$ cat src/core/toh_pkg.sv
// constants for the overhead insertion, powerdown and protection control slice
package toh_pkg;
	localparam int          NUM_CH            = 8;
	localparam int          NUM_PAIR          = 4;
	localparam int          REG_AW            = 18;
	localparam int          REG_DW            = 8;
	// register byte addresses
	localparam logic [17:0] ADDR_A1A2_CMD     = 18'h30007;
	localparam logic [17:0] ADDR_B1_CMD       = 18'h30008;
	localparam logic [17:0] ADDR_PROT_CTRL    = 18'h30009;
	localparam logic [17:0] ADDR_SER_SEL      = 18'h3000A;
	localparam logic [17:0] ADDR_SER_SW       = 18'h3000B;
	localparam logic [17:0] ADDR_CTRL         = 18'h3000C;
	localparam logic [17:0] ADDR_A1_VAL       = 18'h3000D;
	localparam logic [17:0] ADDR_A2_VAL       = 18'h3000E;
	localparam logic [17:0] ADDR_B1_MASK      = 18'h3000F;
	localparam logic [17:0] ADDR_ALM_SUM      = 18'h30010;
	localparam logic [17:0] ADDR_ALM_EN       = 18'h30011;
	localparam logic [17:0] ADDR_TOH_STAT     = 18'h30012;
	localparam logic [17:0] ADDR_CH_BASE      = 18'h30020;
	localparam logic [17:0] ADDR_CH_SRC_BASE  = 18'h30021;
	localparam logic [17:0] ADDR_CH_STRIDE    = 18'h00018;
	// field positions
	localparam int          CNT_LSB           = 0;
	localparam int          CNT_W             = 4;
	localparam int          LOOP_BIT          = 4;
	localparam int          PAR_BIT           = 5;
	localparam int          SCR_BIT           = 6;
	localparam int          PROT_SW_BIT       = 4;
	localparam int          CH_EN_BIT         = 5;
	localparam int          CH_DOUT_BIT       = 6;
	localparam int          CH_TOH_BIT        = 7;
	localparam int          SRC_TOH_BIT       = 7;
	// reset values
	localparam logic [7:0]  CTRL_RST          = 8'h60;
	localparam logic [7:0]  ZERO8             = 8'h00;
	localparam logic [6:0]  SCR_SEED          = 7'h7F;
	// serial overhead link
	localparam int          TOH_BITS_PER_ROW  = 288;
	localparam int          TOH_BYTES_PER_ROW = 36;
	localparam int          TOH_GUARD_CYCLES  = 4;
	localparam int          OVERHEAD_SERIAL_CLOCK_MIN_MHZ   = 25;
	localparam int          OVERHEAD_SERIAL_CLOCK_MAX_MHZ   = 106;
	localparam int          FIFO_W            = 8;
	localparam int          FIFO_D            = 8;
endpackage

$ cat src/core/sonet_core_toh_protect_ctrl.sv
// overhead insertion, channel powerdown, protection switching and device control
module toh_byte_fifo
	import toh_pkg::*;
#(
	parameter int WIDTH = FIFO_W,
	parameter int DEPTH = FIFO_D
) (
	input  wire logic             clk,
	input  wire logic             rst_n,
	input  wire logic             in_valid,
	output logic                  in_ready,
	input  wire logic [WIDTH-1:0] in_data,
	output logic                  out_valid,
	input  wire logic             out_ready,
	output logic      [WIDTH-1:0] out_data
);
	localparam int PW = $clog2(DEPTH);
	logic [WIDTH-1:0] mem_ff [DEPTH];
	logic [PW-1:0]    wr_ptr_ff;
	logic [PW-1:0]    rd_ptr_ff;
	logic [PW:0]      count_ff;
	logic             push;
	logic             pop;

	assign in_ready  = (count_ff != DEPTH[PW:0]);
	assign out_valid = (count_ff != '0);
	assign out_data  = mem_ff[rd_ptr_ff];
	assign push      = in_valid && in_ready;
	assign pop       = out_valid && out_ready;

	always_ff @(posedge clk) begin
		if (push) begin
			mem_ff[wr_ptr_ff] <= in_data;
		end
	end

	always_ff @(posedge clk or negedge rst_n) begin
		if (!rst_n) begin
			wr_ptr_ff <= '0;
			rd_ptr_ff <= '0;
			count_ff  <= '0;
		end else begin
			if (push) begin
				wr_ptr_ff <= (wr_ptr_ff == PW'(DEPTH - 1)) ? '0 : wr_ptr_ff + 1'b1;
			end
			if (pop) begin
				rd_ptr_ff <= (rd_ptr_ff == PW'(DEPTH - 1)) ? '0 : rd_ptr_ff + 1'b1;
			end
			count_ff <= count_ff + (PW+1)'(push) - (PW+1)'(pop);
		end
	end

	a_fifo_no_overfill: assert property (@(posedge clk) disable iff (!rst_n)
		count_ff <= DEPTH[PW:0]) else $error("fifo count beyond depth");
endmodule

module sonet_core_toh_protect_ctrl
	import toh_pkg::*;
(
	input  wire logic        mclk,
	input  wire logic        rst_n,
	input  wire logic [17:0] reg_addr,
	input  wire logic        reg_wr,
	input  wire logic        reg_rd,
	input  wire logic [7:0]  reg_wdata,
	output logic      [7:0]  reg_rdata,
	output logic             reg_rvalid,
	input  wire logic        overhead_serial_clock,
	input  wire logic        overhead_row_valid,
	input  wire logic        overhead_serial_data,
	input  wire logic [7:0]  parallel_tx_in_bus,
	input  wire logic        tx_byte_valid,
	input  wire logic        tx_frame_start,
	input  wire logic        tx_toh_slot,
	input  wire logic        tx_a1_last_slot,
	input  wire logic        tx_a2_first_slot,
	input  wire logic        tx_b1_slot,
	output logic      [7:0]  tx_serial_byte,
	output logic             tx_serial_valid,
	output logic      [7:0]  chan_powerdown,
	output logic      [7:0]  serial_macro_powerdown,
	output logic      [7:0]  parallel_out_enable,
	output logic      [7:0]  overhead_out_enable,
	input  wire logic [63:0] rx_align_data,
	input  wire logic        rx_align_fifo_on,
	input  wire logic [7:0]  rx_toh_in,
	input  wire logic [3:0]  parallel_protect_select,
	output logic      [31:0] parallel_rx_out_bus,
	output logic      [3:0]  parallel_rx_out_parity,
	output logic      [7:0]  rx_toh_out,
	input  wire logic [7:0]  serial_input_protect_select,
	input  wire logic [7:0]  working_serial_input,
	input  wire logic [7:0]  protect_serial_input,
	output logic      [7:0]  framer_serial_in,
	input  wire logic [7:0]  framer_alarm,
	output logic      [7:0]  working_status_valid,
	output logic      [7:0]  protect_status_valid,
	output logic             alarm_out,
	output logic             backplane_loopback,
	output logic             parity_even,
	output logic             scramble_en
);
	logic        rst_s1_ff;
	logic        rst_ns;
	logic [7:0]  ctrl_ff;
	logic [7:0]  a1_val_ff;
	logic [7:0]  a2_val_ff;
	logic [7:0]  b1_mask_ff;
	logic [3:0]  alm_en_ff;
	logic [7:0]  a1a2_cmd_ff;
	logic [7:0]  b1_cmd_ff;
	logic [4:0]  prot_ff;
	logic [7:0]  ser_sel_ff;
	logic        ser_sw_ff;
	logic [2:0]  ch_ctl_ff [NUM_CH];
	logic        toh_src_pass_ff;
	logic        overrun_ff;
	logic [2:0]  sclk_sync_ff;
	logic [1:0]  rv_sync_ff;
	logic [1:0]  sd_sync_ff;
	logic        rv_last_ff;
	logic [7:0]  shift_ff;
	logic [2:0]  bit_cnt_ff;
	logic [5:0]  byte_cnt_ff;
	logic        pend_ff;
	logic [7:0]  pend_byte_ff;
	logic [3:0]  psel_s1_ff;
	logic [3:0]  psel_s2_ff;
	logic [7:0]  ssel_s1_ff;
	logic [7:0]  ssel_s2_ff;
	logic        a1a2_cmd_last_ff;
	logic        b1_cmd_last_ff;
	logic [3:0]  a1a2_left_ff;
	logic        a1a2_act_ff;
	logic        b1_pend_ff;
	logic        b1_act_ff;
	logic [6:0]  scr_ff;
	logic [7:0]  tx_byte_ff;
	logic        tx_vld_ff;
	logic [31:0] rx_bus_ff;
	logic [3:0]  rx_par_ff;
	logic [7:0]  rdata_ff;
	logic        rvalid_ff;
	logic        sclk_rise;
	logic        row_start;
	logic        byte_done;
	logic        fifo_in_ready;
	logic        fifo_out_valid;
	logic [7:0]  fifo_out_data;
	logic        fifo_pop;
	logic [3:0]  sel_main;
	logic [7:0]  ser_sel;
	logic [7:0]  ch_en;
	logic [7:0]  nxt_tx_byte;
	logic [6:0]  nxt_scr;
	logic [3:0]  ch_hit;
	logic [14:0] scr_out;

	// channel register index for a base address, width 4: {hit, idx}
	function automatic logic [3:0] ch_decode(input logic [17:0] addr, input logic [17:0] base);
		logic [3:0] res;
		res = 4'h0;
		for (int i = 0; i < NUM_CH; i++) begin
			if (addr == base + 18'(i) * ADDR_CH_STRIDE) begin
				res = {1'b1, 3'(i)};
			end
		end
		return res;
	endfunction

	// frame-synchronous x^7+x^6+1 keystream, eight bits per byte: {next, key}
	function automatic logic [14:0] scr_step(input logic [6:0] s);
		logic [6:0] st;
		logic [7:0] key;
		st  = s;
		key = 8'h00;
		for (int i = 7; i >= 0; i--) begin
			key[i] = st[6];
			st     = {st[5:0], st[6] ^ st[5]};
		end
		return {st, key};
	endfunction

	always_ff @(posedge mclk or negedge rst_n) begin
		if (!rst_n) begin
			rst_s1_ff <= 1'b0;
			rst_ns    <= 1'b0;
		end else begin
			rst_s1_ff <= 1'b1;
			rst_ns    <= rst_s1_ff;
		end
	end

	assign ch_hit = ch_decode(reg_addr, ADDR_CH_BASE);

	// register writes
	always_ff @(posedge mclk or negedge rst_ns) begin
		if (!rst_ns) begin
			ctrl_ff         <= CTRL_RST;
			a1_val_ff       <= ZERO8;
			a2_val_ff       <= ZERO8;
			b1_mask_ff      <= ZERO8;
			alm_en_ff       <= 4'h0;
			a1a2_cmd_ff     <= ZERO8;
			b1_cmd_ff       <= ZERO8;
			prot_ff         <= 5'h00;
			ser_sel_ff      <= ZERO8;
			ser_sw_ff       <= 1'b0;
			toh_src_pass_ff <= 1'b0;
			for (int i = 0; i < NUM_CH; i++) begin
				ch_ctl_ff[i] <= 3'h0;
			end
		end else if (reg_wr) begin
			case (reg_addr)
				ADDR_CTRL:      ctrl_ff <= {1'b0, reg_wdata[6:0]};
				ADDR_A1_VAL:    a1_val_ff <= reg_wdata;
				ADDR_A2_VAL:    a2_val_ff <= reg_wdata;
				ADDR_B1_MASK:   b1_mask_ff <= reg_wdata;
				ADDR_ALM_EN:    alm_en_ff <= reg_wdata[3:0];
				ADDR_A1A2_CMD:  a1a2_cmd_ff <= reg_wdata;
				ADDR_B1_CMD:    b1_cmd_ff <= reg_wdata;
				ADDR_PROT_CTRL: prot_ff <= reg_wdata[4:0];
				ADDR_SER_SEL:   ser_sel_ff <= reg_wdata;
				ADDR_SER_SW:    ser_sw_ff <= reg_wdata[0];
				default: begin
					if (ch_hit[3]) begin
						ch_ctl_ff[ch_hit[2:0]] <= reg_wdata[7:5];
					end
					if (reg_addr == ADDR_CH_SRC_BASE) begin
						toh_src_pass_ff <= reg_wdata[SRC_TOH_BIT];
					end
				end
			endcase
		end
	end

	// register reads, answered one cycle later
	always_ff @(posedge mclk or negedge rst_ns) begin
		if (!rst_ns) begin
			rdata_ff  <= ZERO8;
			rvalid_ff <= 1'b0;
		end else begin
			rvalid_ff <= reg_rd;
			if (reg_rd) begin
				case (reg_addr)
					ADDR_CTRL:      rdata_ff <= ctrl_ff;
					ADDR_A1_VAL:    rdata_ff <= a1_val_ff;
					ADDR_A2_VAL:    rdata_ff <= a2_val_ff;
					ADDR_B1_MASK:   rdata_ff <= b1_mask_ff;
					ADDR_ALM_SUM:   rdata_ff <= {4'h0, framer_alarm[3:0]};
					ADDR_ALM_EN:    rdata_ff <= {4'h0, alm_en_ff};
					ADDR_A1A2_CMD:  rdata_ff <= a1a2_cmd_ff;
					ADDR_B1_CMD:    rdata_ff <= b1_cmd_ff;
					ADDR_PROT_CTRL: rdata_ff <= {3'h0, prot_ff};
					ADDR_SER_SEL:   rdata_ff <= ser_sel_ff;
					ADDR_SER_SW:    rdata_ff <= {7'h00, ser_sw_ff};
					ADDR_TOH_STAT:  rdata_ff <= {7'h00, overrun_ff};
					ADDR_CH_SRC_BASE: rdata_ff <= {toh_src_pass_ff, 7'h00};
					default: begin
						if (ch_hit[3]) begin
							rdata_ff <= {ch_ctl_ff[ch_hit[2:0]], 5'h00};
						end else begin
							rdata_ff <= ZERO8;
						end
					end
				endcase
			end
		end
	end

	assign reg_rdata  = rdata_ff;
	assign reg_rvalid = rvalid_ff;

	assign backplane_loopback = ctrl_ff[LOOP_BIT];
	assign parity_even        = ctrl_ff[PAR_BIT];
	assign scramble_en        = ctrl_ff[SCR_BIT];

	always_comb begin
		for (int i = 0; i < NUM_CH; i++) begin
			ch_en[i]               = ch_ctl_ff[i][CH_EN_BIT-5];
			parallel_out_enable[i] = ch_ctl_ff[i][CH_DOUT_BIT-5] && ch_en[i];
			overhead_out_enable[i] = ch_ctl_ff[i][CH_TOH_BIT-5] && ch_en[i];
		end
	end
	assign chan_powerdown         = ~ch_en;
	assign serial_macro_powerdown = ~ch_en;

	// overhead clock, row valid and data through two flops first
	always_ff @(posedge mclk or negedge rst_ns) begin
		if (!rst_ns) begin
			sclk_sync_ff <= 3'h0;
			rv_sync_ff   <= 2'h0;
			sd_sync_ff   <= 2'h0;
		end else begin
			sclk_sync_ff <= {sclk_sync_ff[1:0], overhead_serial_clock};
			rv_sync_ff   <= {rv_sync_ff[0], overhead_row_valid};
			sd_sync_ff   <= {sd_sync_ff[0], overhead_serial_data};
		end
	end
	assign sclk_rise = sclk_sync_ff[1] && !sclk_sync_ff[2];
	// a rise of row valid opens a row
	assign row_start = sclk_rise && rv_sync_ff[1] && !rv_last_ff;
	assign byte_done = sclk_rise && rv_sync_ff[1] && (bit_cnt_ff == 3'h7 || row_start);

	// msb first, bytes counted per row
	always_ff @(posedge mclk or negedge rst_ns) begin
		if (!rst_ns) begin
			rv_last_ff  <= 1'b0;
			shift_ff    <= ZERO8;
			bit_cnt_ff  <= 3'h0;
			byte_cnt_ff <= 6'h00;
		end else if (sclk_rise) begin
			rv_last_ff <= rv_sync_ff[1];
			if (rv_sync_ff[1]) begin
				shift_ff   <= {shift_ff[6:0], sd_sync_ff[1]};
				bit_cnt_ff <= row_start ? 3'h1 : bit_cnt_ff + 3'h1;
				if (row_start) begin
					byte_cnt_ff <= 6'h00;
				end else if (bit_cnt_ff == 3'h7 && byte_cnt_ff != 6'(TOH_BYTES_PER_ROW)) begin
					byte_cnt_ff <= byte_cnt_ff + 6'h01;
				end
			end
		end
	end

	// finished byte waits here while the fifo is full
	always_ff @(posedge mclk or negedge rst_ns) begin
		if (!rst_ns) begin
			pend_ff      <= 1'b0;
			pend_byte_ff <= ZERO8;
			overrun_ff   <= 1'b0;
		end else begin
			if (sclk_rise && rv_sync_ff[1] && bit_cnt_ff == 3'h7 && !row_start) begin
				pend_ff      <= 1'b1;
				pend_byte_ff <= {shift_ff[6:0], sd_sync_ff[1]};
			end else if (fifo_in_ready) begin
				pend_ff <= 1'b0;
			end
			// set wins over clear on read
			if (pend_ff && !fifo_in_ready && byte_done) begin
				overrun_ff <= 1'b1;
			end else if (reg_rd && reg_addr == ADDR_TOH_STAT) begin
				overrun_ff <= 1'b0;
			end
		end
	end

	// overhead for the next row is buffered until its slots
	toh_byte_fifo #(
		.WIDTH(FIFO_W),
		.DEPTH(FIFO_D)
	) u_toh_fifo (
		.clk      (mclk),
		.rst_n    (rst_ns),
		.in_valid (pend_ff),
		.in_ready (fifo_in_ready),
		.in_data  (pend_byte_ff),
		.out_valid(fifo_out_valid),
		.out_ready(fifo_pop),
		.out_data (fifo_out_data)
	);
	assign fifo_pop = tx_byte_valid && tx_toh_slot && !toh_src_pass_ff && ch_en[0];

	// a1/a2 frame count, b1 one-frame shot on command edges
	always_ff @(posedge mclk or negedge rst_ns) begin
		if (!rst_ns) begin
			a1a2_cmd_last_ff <= 1'b0;
			b1_cmd_last_ff   <= 1'b0;
			a1a2_left_ff     <= 4'h0;
			a1a2_act_ff      <= 1'b0;
			b1_pend_ff       <= 1'b0;
			b1_act_ff        <= 1'b0;
		end else begin
			a1a2_cmd_last_ff <= a1a2_cmd_ff[0];
			b1_cmd_last_ff   <= b1_cmd_ff[0];
			if (a1a2_cmd_ff[0] && !a1a2_cmd_last_ff) begin
				a1a2_left_ff <= ctrl_ff[CNT_LSB +: CNT_W];
			end else if (tx_byte_valid && tx_frame_start) begin
				a1a2_act_ff  <= (a1a2_left_ff != 4'h0);
				a1a2_left_ff <= (a1a2_left_ff != 4'h0) ? a1a2_left_ff - 4'h1 : 4'h0;
			end
			if (tx_byte_valid && tx_frame_start) begin
				b1_act_ff <= b1_pend_ff;
			end
			if (b1_cmd_ff[0] && !b1_cmd_last_ff) begin
				b1_pend_ff <= 1'b1;
			end else if (tx_byte_valid && tx_frame_start) begin
				b1_pend_ff <= 1'b0;
			end
		end
	end

	assign scr_out = scr_step(tx_frame_start ? SCR_SEED : scr_ff);

	always_comb begin
		nxt_tx_byte = parallel_tx_in_bus;
		nxt_scr     = scr_out[14:8];
		// overhead slots take serial bytes, payload passes
		if (tx_toh_slot && !toh_src_pass_ff) begin
			nxt_tx_byte = fifo_out_valid ? fifo_out_data : ZERO8;
		end
		if (a1a2_act_ff && tx_a1_last_slot) begin
			nxt_tx_byte = a1_val_ff;
		end
		if (a1a2_act_ff && tx_a2_first_slot) begin
			nxt_tx_byte = a2_val_ff;
		end
		if (b1_act_ff && tx_b1_slot) begin
			nxt_tx_byte = nxt_tx_byte ^ b1_mask_ff;
		end
		// scramble last, framing bytes left clear
		if (scramble_en && !tx_a1_last_slot && !tx_a2_first_slot) begin
			nxt_tx_byte = nxt_tx_byte ^ scr_out[7:0];
		end
	end

	always_ff @(posedge mclk or negedge rst_ns) begin
		if (!rst_ns) begin
			tx_byte_ff <= ZERO8;
			tx_vld_ff  <= 1'b0;
			scr_ff     <= SCR_SEED;
		end else begin
			tx_vld_ff <= tx_byte_valid && ch_en[0];
			if (tx_byte_valid && ch_en[0]) begin
				tx_byte_ff <= nxt_tx_byte;
				scr_ff     <= nxt_scr;
			end
		end
	end
	assign tx_serial_byte  = tx_byte_ff;
	assign tx_serial_valid = tx_vld_ff;

	// select pins from the fabric come through two flops
	always_ff @(posedge mclk or negedge rst_ns) begin
		if (!rst_ns) begin
			psel_s1_ff <= 4'hF;
			psel_s2_ff <= 4'hF;
			ssel_s1_ff <= ZERO8;
			ssel_s2_ff <= ZERO8;
		end else begin
			psel_s1_ff <= parallel_protect_select;
			psel_s2_ff <= psel_s1_ff;
			ssel_s1_ff <= serial_input_protect_select;
			ssel_s2_ff <= ssel_s1_ff;
		end
	end

	// no switching without the alignment fifo
	assign sel_main = rx_align_fifo_on ? (prot_ff[PROT_SW_BIT] ? prot_ff[3:0] : psel_s2_ff) : 4'hF;

	// low routes protect, high routes main
	always_ff @(posedge mclk or negedge rst_ns) begin
		if (!rst_ns) begin
			rx_bus_ff <= 32'h00000000;
			rx_par_ff <= 4'h0;
		end else begin
			for (int p = 0; p < NUM_PAIR; p++) begin
				rx_bus_ff[8*p +: 8] <= sel_main[p] ? rx_align_data[16*p +: 8] : rx_align_data[16*p+8 +: 8];
				rx_par_ff[p] <= (sel_main[p] ? ^rx_align_data[16*p +: 8] : ^rx_align_data[16*p+8 +: 8])
					^ !parity_even;
			end
		end
	end
	assign parallel_rx_out_bus    = rx_bus_ff;
	assign parallel_rx_out_parity = rx_par_ff;

	// pin control leaves overhead, register control moves it
	always_comb begin
		rx_toh_out = rx_toh_in;
		for (int p = 0; p < NUM_PAIR; p++) begin
			if (prot_ff[PROT_SW_BIT] && !sel_main[p]) begin
				rx_toh_out[2*p] = rx_toh_in[2*p+1];
			end
		end
	end

	assign ser_sel          = ser_sw_ff ? ser_sel_ff : ssel_s2_ff;
	assign framer_serial_in = (working_serial_input & ~ser_sel) | (protect_serial_input & ser_sel);
	// status only for the buffer that feeds the framer
	assign working_status_valid = ch_en & ~ser_sel;
	assign protect_status_valid = ch_en & ser_sel;
	// pair enables gate the consolidated alarm
	assign alarm_out = |((framer_alarm[3:0] | framer_alarm[7:4]) & alm_en_ff);

	a_pd_follows_en: assert property (@(posedge mclk) disable iff (!rst_ns)
		(reg_wr && reg_addr == ADDR_CH_BASE) |=> chan_powerdown[0] == !$past(reg_wdata[CH_EN_BIT]))
		else $error("channel 0 powerdown not following enable");
	a_macro_pd_match: assert property (@(posedge mclk) disable iff (!rst_ns)
		serial_macro_powerdown == chan_powerdown) else $error("macro powerdown differs");
	a_reset_pd_all: assert property (@(posedge mclk)
		$rose(rst_ns) |-> chan_powerdown == 8'hFF) else $error("channels awake after reset");
	a_par_sel_route: assert property (@(posedge mclk) disable iff (!rst_ns)
		(rx_align_fifo_on && !prot_ff[PROT_SW_BIT] && !psel_s2_ff[0])
		|=> parallel_rx_out_bus[7:0] == $past(rx_align_data[15:8])) else $error("pair 0 protect not routed");
	a_no_fifo_main: assert property (@(posedge mclk) disable iff (!rst_ns)
		!rx_align_fifo_on |=> parallel_rx_out_bus[7:0] == $past(rx_align_data[7:0]))
		else $error("switched without alignment fifo");
	a_pin_toh_fixed: assert property (@(posedge mclk) disable iff (!rst_ns)
		!prot_ff[PROT_SW_BIT] |-> rx_toh_out == rx_toh_in) else $error("overhead switched by pin");
	a_parity_sense: assert property (@(posedge mclk) disable iff (!rst_ns)
		$past(rst_ns) |-> ^{parallel_rx_out_bus[7:0], parallel_rx_out_parity[0]} == !$past(parity_even))
		else $error("parity sense wrong");
	a_serial_status: assert property (@(posedge mclk) disable iff (!rst_ns)
		(working_status_valid & protect_status_valid) == 8'h00) else $error("both buffers report status");
	a_b1_one_frame: assert property (@(posedge mclk) disable iff (!rst_ns)
		(tx_byte_valid && tx_frame_start && b1_act_ff && !b1_pend_ff) |=> !b1_act_ff)
		else $error("b1 corruption beyond one frame");
	a_msb_first: assert property (@(posedge mclk) disable iff (!rst_ns)
		(pend_ff && !$past(pend_ff)) |-> pend_byte_ff[0] == $past(sd_sync_ff[1]))
		else $error("overhead byte not msb first");
	a_count_loaded: assert property (@(posedge mclk) disable iff (!rst_ns)
		(a1a2_cmd_ff[0] && !a1a2_cmd_last_ff) |=> a1a2_left_ff == $past(ctrl_ff[3:0]))
		else $error("a1a2 frame count not loaded");
endmodule

$ cat config.mk
export PLATFORM = sky130hd
export DESIGN_NAME = sonet_core_toh_protect_ctrl
export DESIGN_NICKNAME = d
export VERILOG_FILES = /design/src/core/toh_pkg.sv /design/src/core/sonet_core_toh_protect_ctrl.sv
export SDC_FILE = /design/constraint.sdc
export NUM_CORES = 1
export LEC_CHECK = 0
export BUFFER_PORTS_ARGS = -buffer_cell sky130_fd_sc_hd__clkbuf_2
export CORE_UTILIZATION = 45
export DETAILED_ROUTE_END_ITERATION = 16
export HOLD_SLACK_MARGIN = 0.08
export PLACE_DENSITY = 0.77
export SYNTH_ARGS = -nofsm -noshare
export SYNTH_HDL_FRONTEND = slang
export SYNTH_SLANG_ARGS = --single-unit
$ cat constraint.sdc
create_clock -name mclk -period 7.2 [get_ports mclk]
set_input_delay 0.72 -clock mclk [delete_from_list [all_inputs] [get_ports mclk]]
set_output_delay 0.72 -clock mclk [all_outputs]
set_load 0.02 [all_outputs]
==> flow_summary.yaml <==
synth:
  yosys_warnings: 0
  synthMostInstantiatedCell: "dfrtp_1"
  synth_fp_nets: 1208
  synth_area_per_cell_sq_um: 13.1
  syn_area_sq_mm: 0.0136
  synthTopCellsByArea: "dfrtp_1 38%, edfxtp_1 14%, mux2_2 12%"
  synth.largest_area_cell: "dfrtp_1"
  synth_async_sr_flop_share_pct: 77.8
  synth-seq-cells: 288
  synthDistinctLibCells: 68
  synth_flop_cell: "dfrtp_1"
  synth_edf_count: 64
  synth_top_area_share_pct: 38.0
  synthCells: 1039
  yosysSeqAreaShare_pct: 55.4
  synth_commonest_cells: "207 x dfrtp_1, 150 x mux2_2, 67 x xnor2_1"
pwr:
  powerDensity_mw_per_mm2: 238
  switchingPower_mw: 0.931
  combPwrFrac_pct: 10.2
  p_leak_nw: 7.40
  ir_drop_v: 0.000249
  internal_power_mw: 2.97
  p_seq_share_pct: 45.7
  swShare_pct: 23.9
  p_clk_share_pct: 44.1
layout:
  largest_reg_flops: 64
  syn2layout_area_growth_pct: 20.3
  diodes: 0
  final_nets: 1469
  drive_gt1_share_pct: 42.2
  top_register: "u_toh_fifo.mem_ff"
timing:
  tightest_slew_ns: 1.08
  rsz0062_at_grt: "false"
  setup_viol: 0
  hold_viol: 0
  period_needed_ns: 2.97
  fin_skew_ns: 0.0191
  relSlewSlack_pct: 27.7
  finalCritPeriodShare_pct: 41.3
  layout_setup_ws_ns: 4.23
  report.final.slew_viol_count: 0
  fmax_ghz: 0.337
  setup_tns_ns: 0
global_routing:
  grt_antenna_before_repair: 0
  grt_overflow_total: 0
  grt_max_degree: 145
  grt_use_total_pct: 20.9
  grt_pass1_vias: 9327
  grt_pass1_wl_um: 50300
setup_path:
  criticalPathCategory: "reg2out"
  cp-end-kind: "primary output"
  worstPathMaxFanout: 10
  cp.required_ns: 6.48
  critical_path_arrival_ns: 2.25
  start_kind: "flip-flop"
cts:
  post_cts_resized: 0
  clk_path_buf_depth: 3
  clk-insertion-delay-late_ns: 0.56
  cts.reportedPaths.clkPinSlew_ns: 0.06
  cts_tree: "built"
  htreeDepth: 1
  clock_sinks: 288
  cts_buffers: 30
  cts_setup_buffers: 0
  cts_root_buf: "clkbuf_16"
routing:
  drt_iter0_drc: 670
  via_count: 9343
  drt_wl_total_um: 32500
  drtAntennaViolNets: 0
  first_pass_iters: 5
  drc: 0
  avgRoutedWirePerCell_um: 19.0
  via_per_inst: 5.45
flow_run:
  max_cap_violations: 0
floorplanning:
  die_area_sq_mm: 0.0310
  die_height_um: 176
  core_area_sq_mm: 0.0297
  fp-row-count: 63
  initial_utilization_pct: 45.8
  die_w_um: 176
  io_pins: 278
run_status:
  status: "finished, final reports clean"
min_path:
  hold_class: "in2reg"
placed_design:
  io_buffers: 277
  hpwl_um: 24000
  finalWeightedCongestion: 0.913
  pre_cts_slack_ns: 3.97
## critical path, stage by stage (launching register included)
cell	delay, ns
dfrtp_1	0.66
mux2i_1	0.49
mux2_2	0.38
clkbuf_2	0.15
## layout make-up
type | count | area, sq um
clock buffers | 40 | 901
clock inverters | 16 | 239
fillers | 2456 | 13300
inverters | 27 | 101
multi-input cells | 670 | 5650
flip-flops and latches | 288 | 7550
well taps | 390 | 488
repair buffers | 283 | 1450
## routing by layer
metal | share of wire [%] | GRT usage, %
met5 | 0 | 0
met4 | 2.7 | 7.32
met2 | 49 | 34.5
met1 | 42 | 27.7
met3 | 6.3 | 3.57
## cell usage in the layout, fill, tap and decap left out, drive strengths merged, types with 6 or more instances in the layout
cell type / n
inv: 27
dfstp: 17
mux4: 22
nor4: 7
and2: 29
xor2: 22
clkinv: 8
ha: 12
nand2b: 6
a21oi: 22
nor3: 13
nand4: 14
clkbuf: 317
nor2b: 9
dfrtp: 207
edfxtp: 64
nand2: 64
xnor2: 67
o21ai: 44
a221oi: 12
o22ai: 13
mux2i: 17
nand3: 14
a22o: 7
mux2: 160
nor2: 56
## worst paths after layout
path,startpoint,endpoint,slack [ns],depth (start not counted)
min in group asynchronous,rst_n,rst_s1_ff,0.47,2
setup reg to reg,u_toh_fifo.rd_ptr_ff[0],tx_serial_byte[3],4.31,6
hold / removal,parallel_protect_select[3],psel_s1_ff[3],0.25,1
setup / recovery,ser_sw_ff,framer_serial_in[3],4.23,3
hold reg to reg,ssel_s1_ff[7],ssel_s2_ff[7],0.34,0
max in group asynchronous,rst_ns,b1_mask_ff[1],5.39,1
## power groups by stage
stage	sequential (mW)	combinational (mW)	clock, mW
2_1_floorplan	1.84	0.234	0
3_3_place_gp	1.81	0.391	0
3_5_place_dp	1.81	0.400	0
4_1_cts	1.78	0.403	1.75
5_1_grt	1.79	0.440	1.82
6_report	1.78	0.400	1.72
## logic make-up (layout without fill, tap and decap cells)
kind of cell,Yosys count,in the layout,share of synthesized area [%]
other,1,1,0.0275
multiplexers,199,199,18.4
AND/OR/NAND/NOR,233,233,9.49
adder cells (fa/ha/maj),13,13,1.25
XOR/XNOR,89,89,5.72
AO/OA/AOI/OAI,135,135,6.56
flip-flops,288,288,55.4
buffers and inverters,81,366,3.11
## per-stage QoR
step | hold slack, ns | power (mW) | instance area (sq um) | util, % | cells
final | 0.246 | 3.90 | 16400 | 55.1 | 1714
after global routing | 0.227 | 4.05 | 16400 | 55.1 | 1714
after CTS | 0.227 | 3.94 | 16400 | 55.1 | 1714
after detailed placement | 0.336 | 2.22 | 15200 | 51.2 | 1657
after global placement | 0.332 | 2.20 | 15200 | 51.2 | 1657
after floorplan | 0.331 | 2.07 | 13600 | - | 1039
## timing repair
| item | CTS | global route |
|---|---|---|
| hold endpoints to repair | 2 | 0 |
| hold buffers | 1 | 0 |
| endpoints found under the setup margin | 0 | 0 |
No activity file was read; power rests on OpenSTA's default activity.
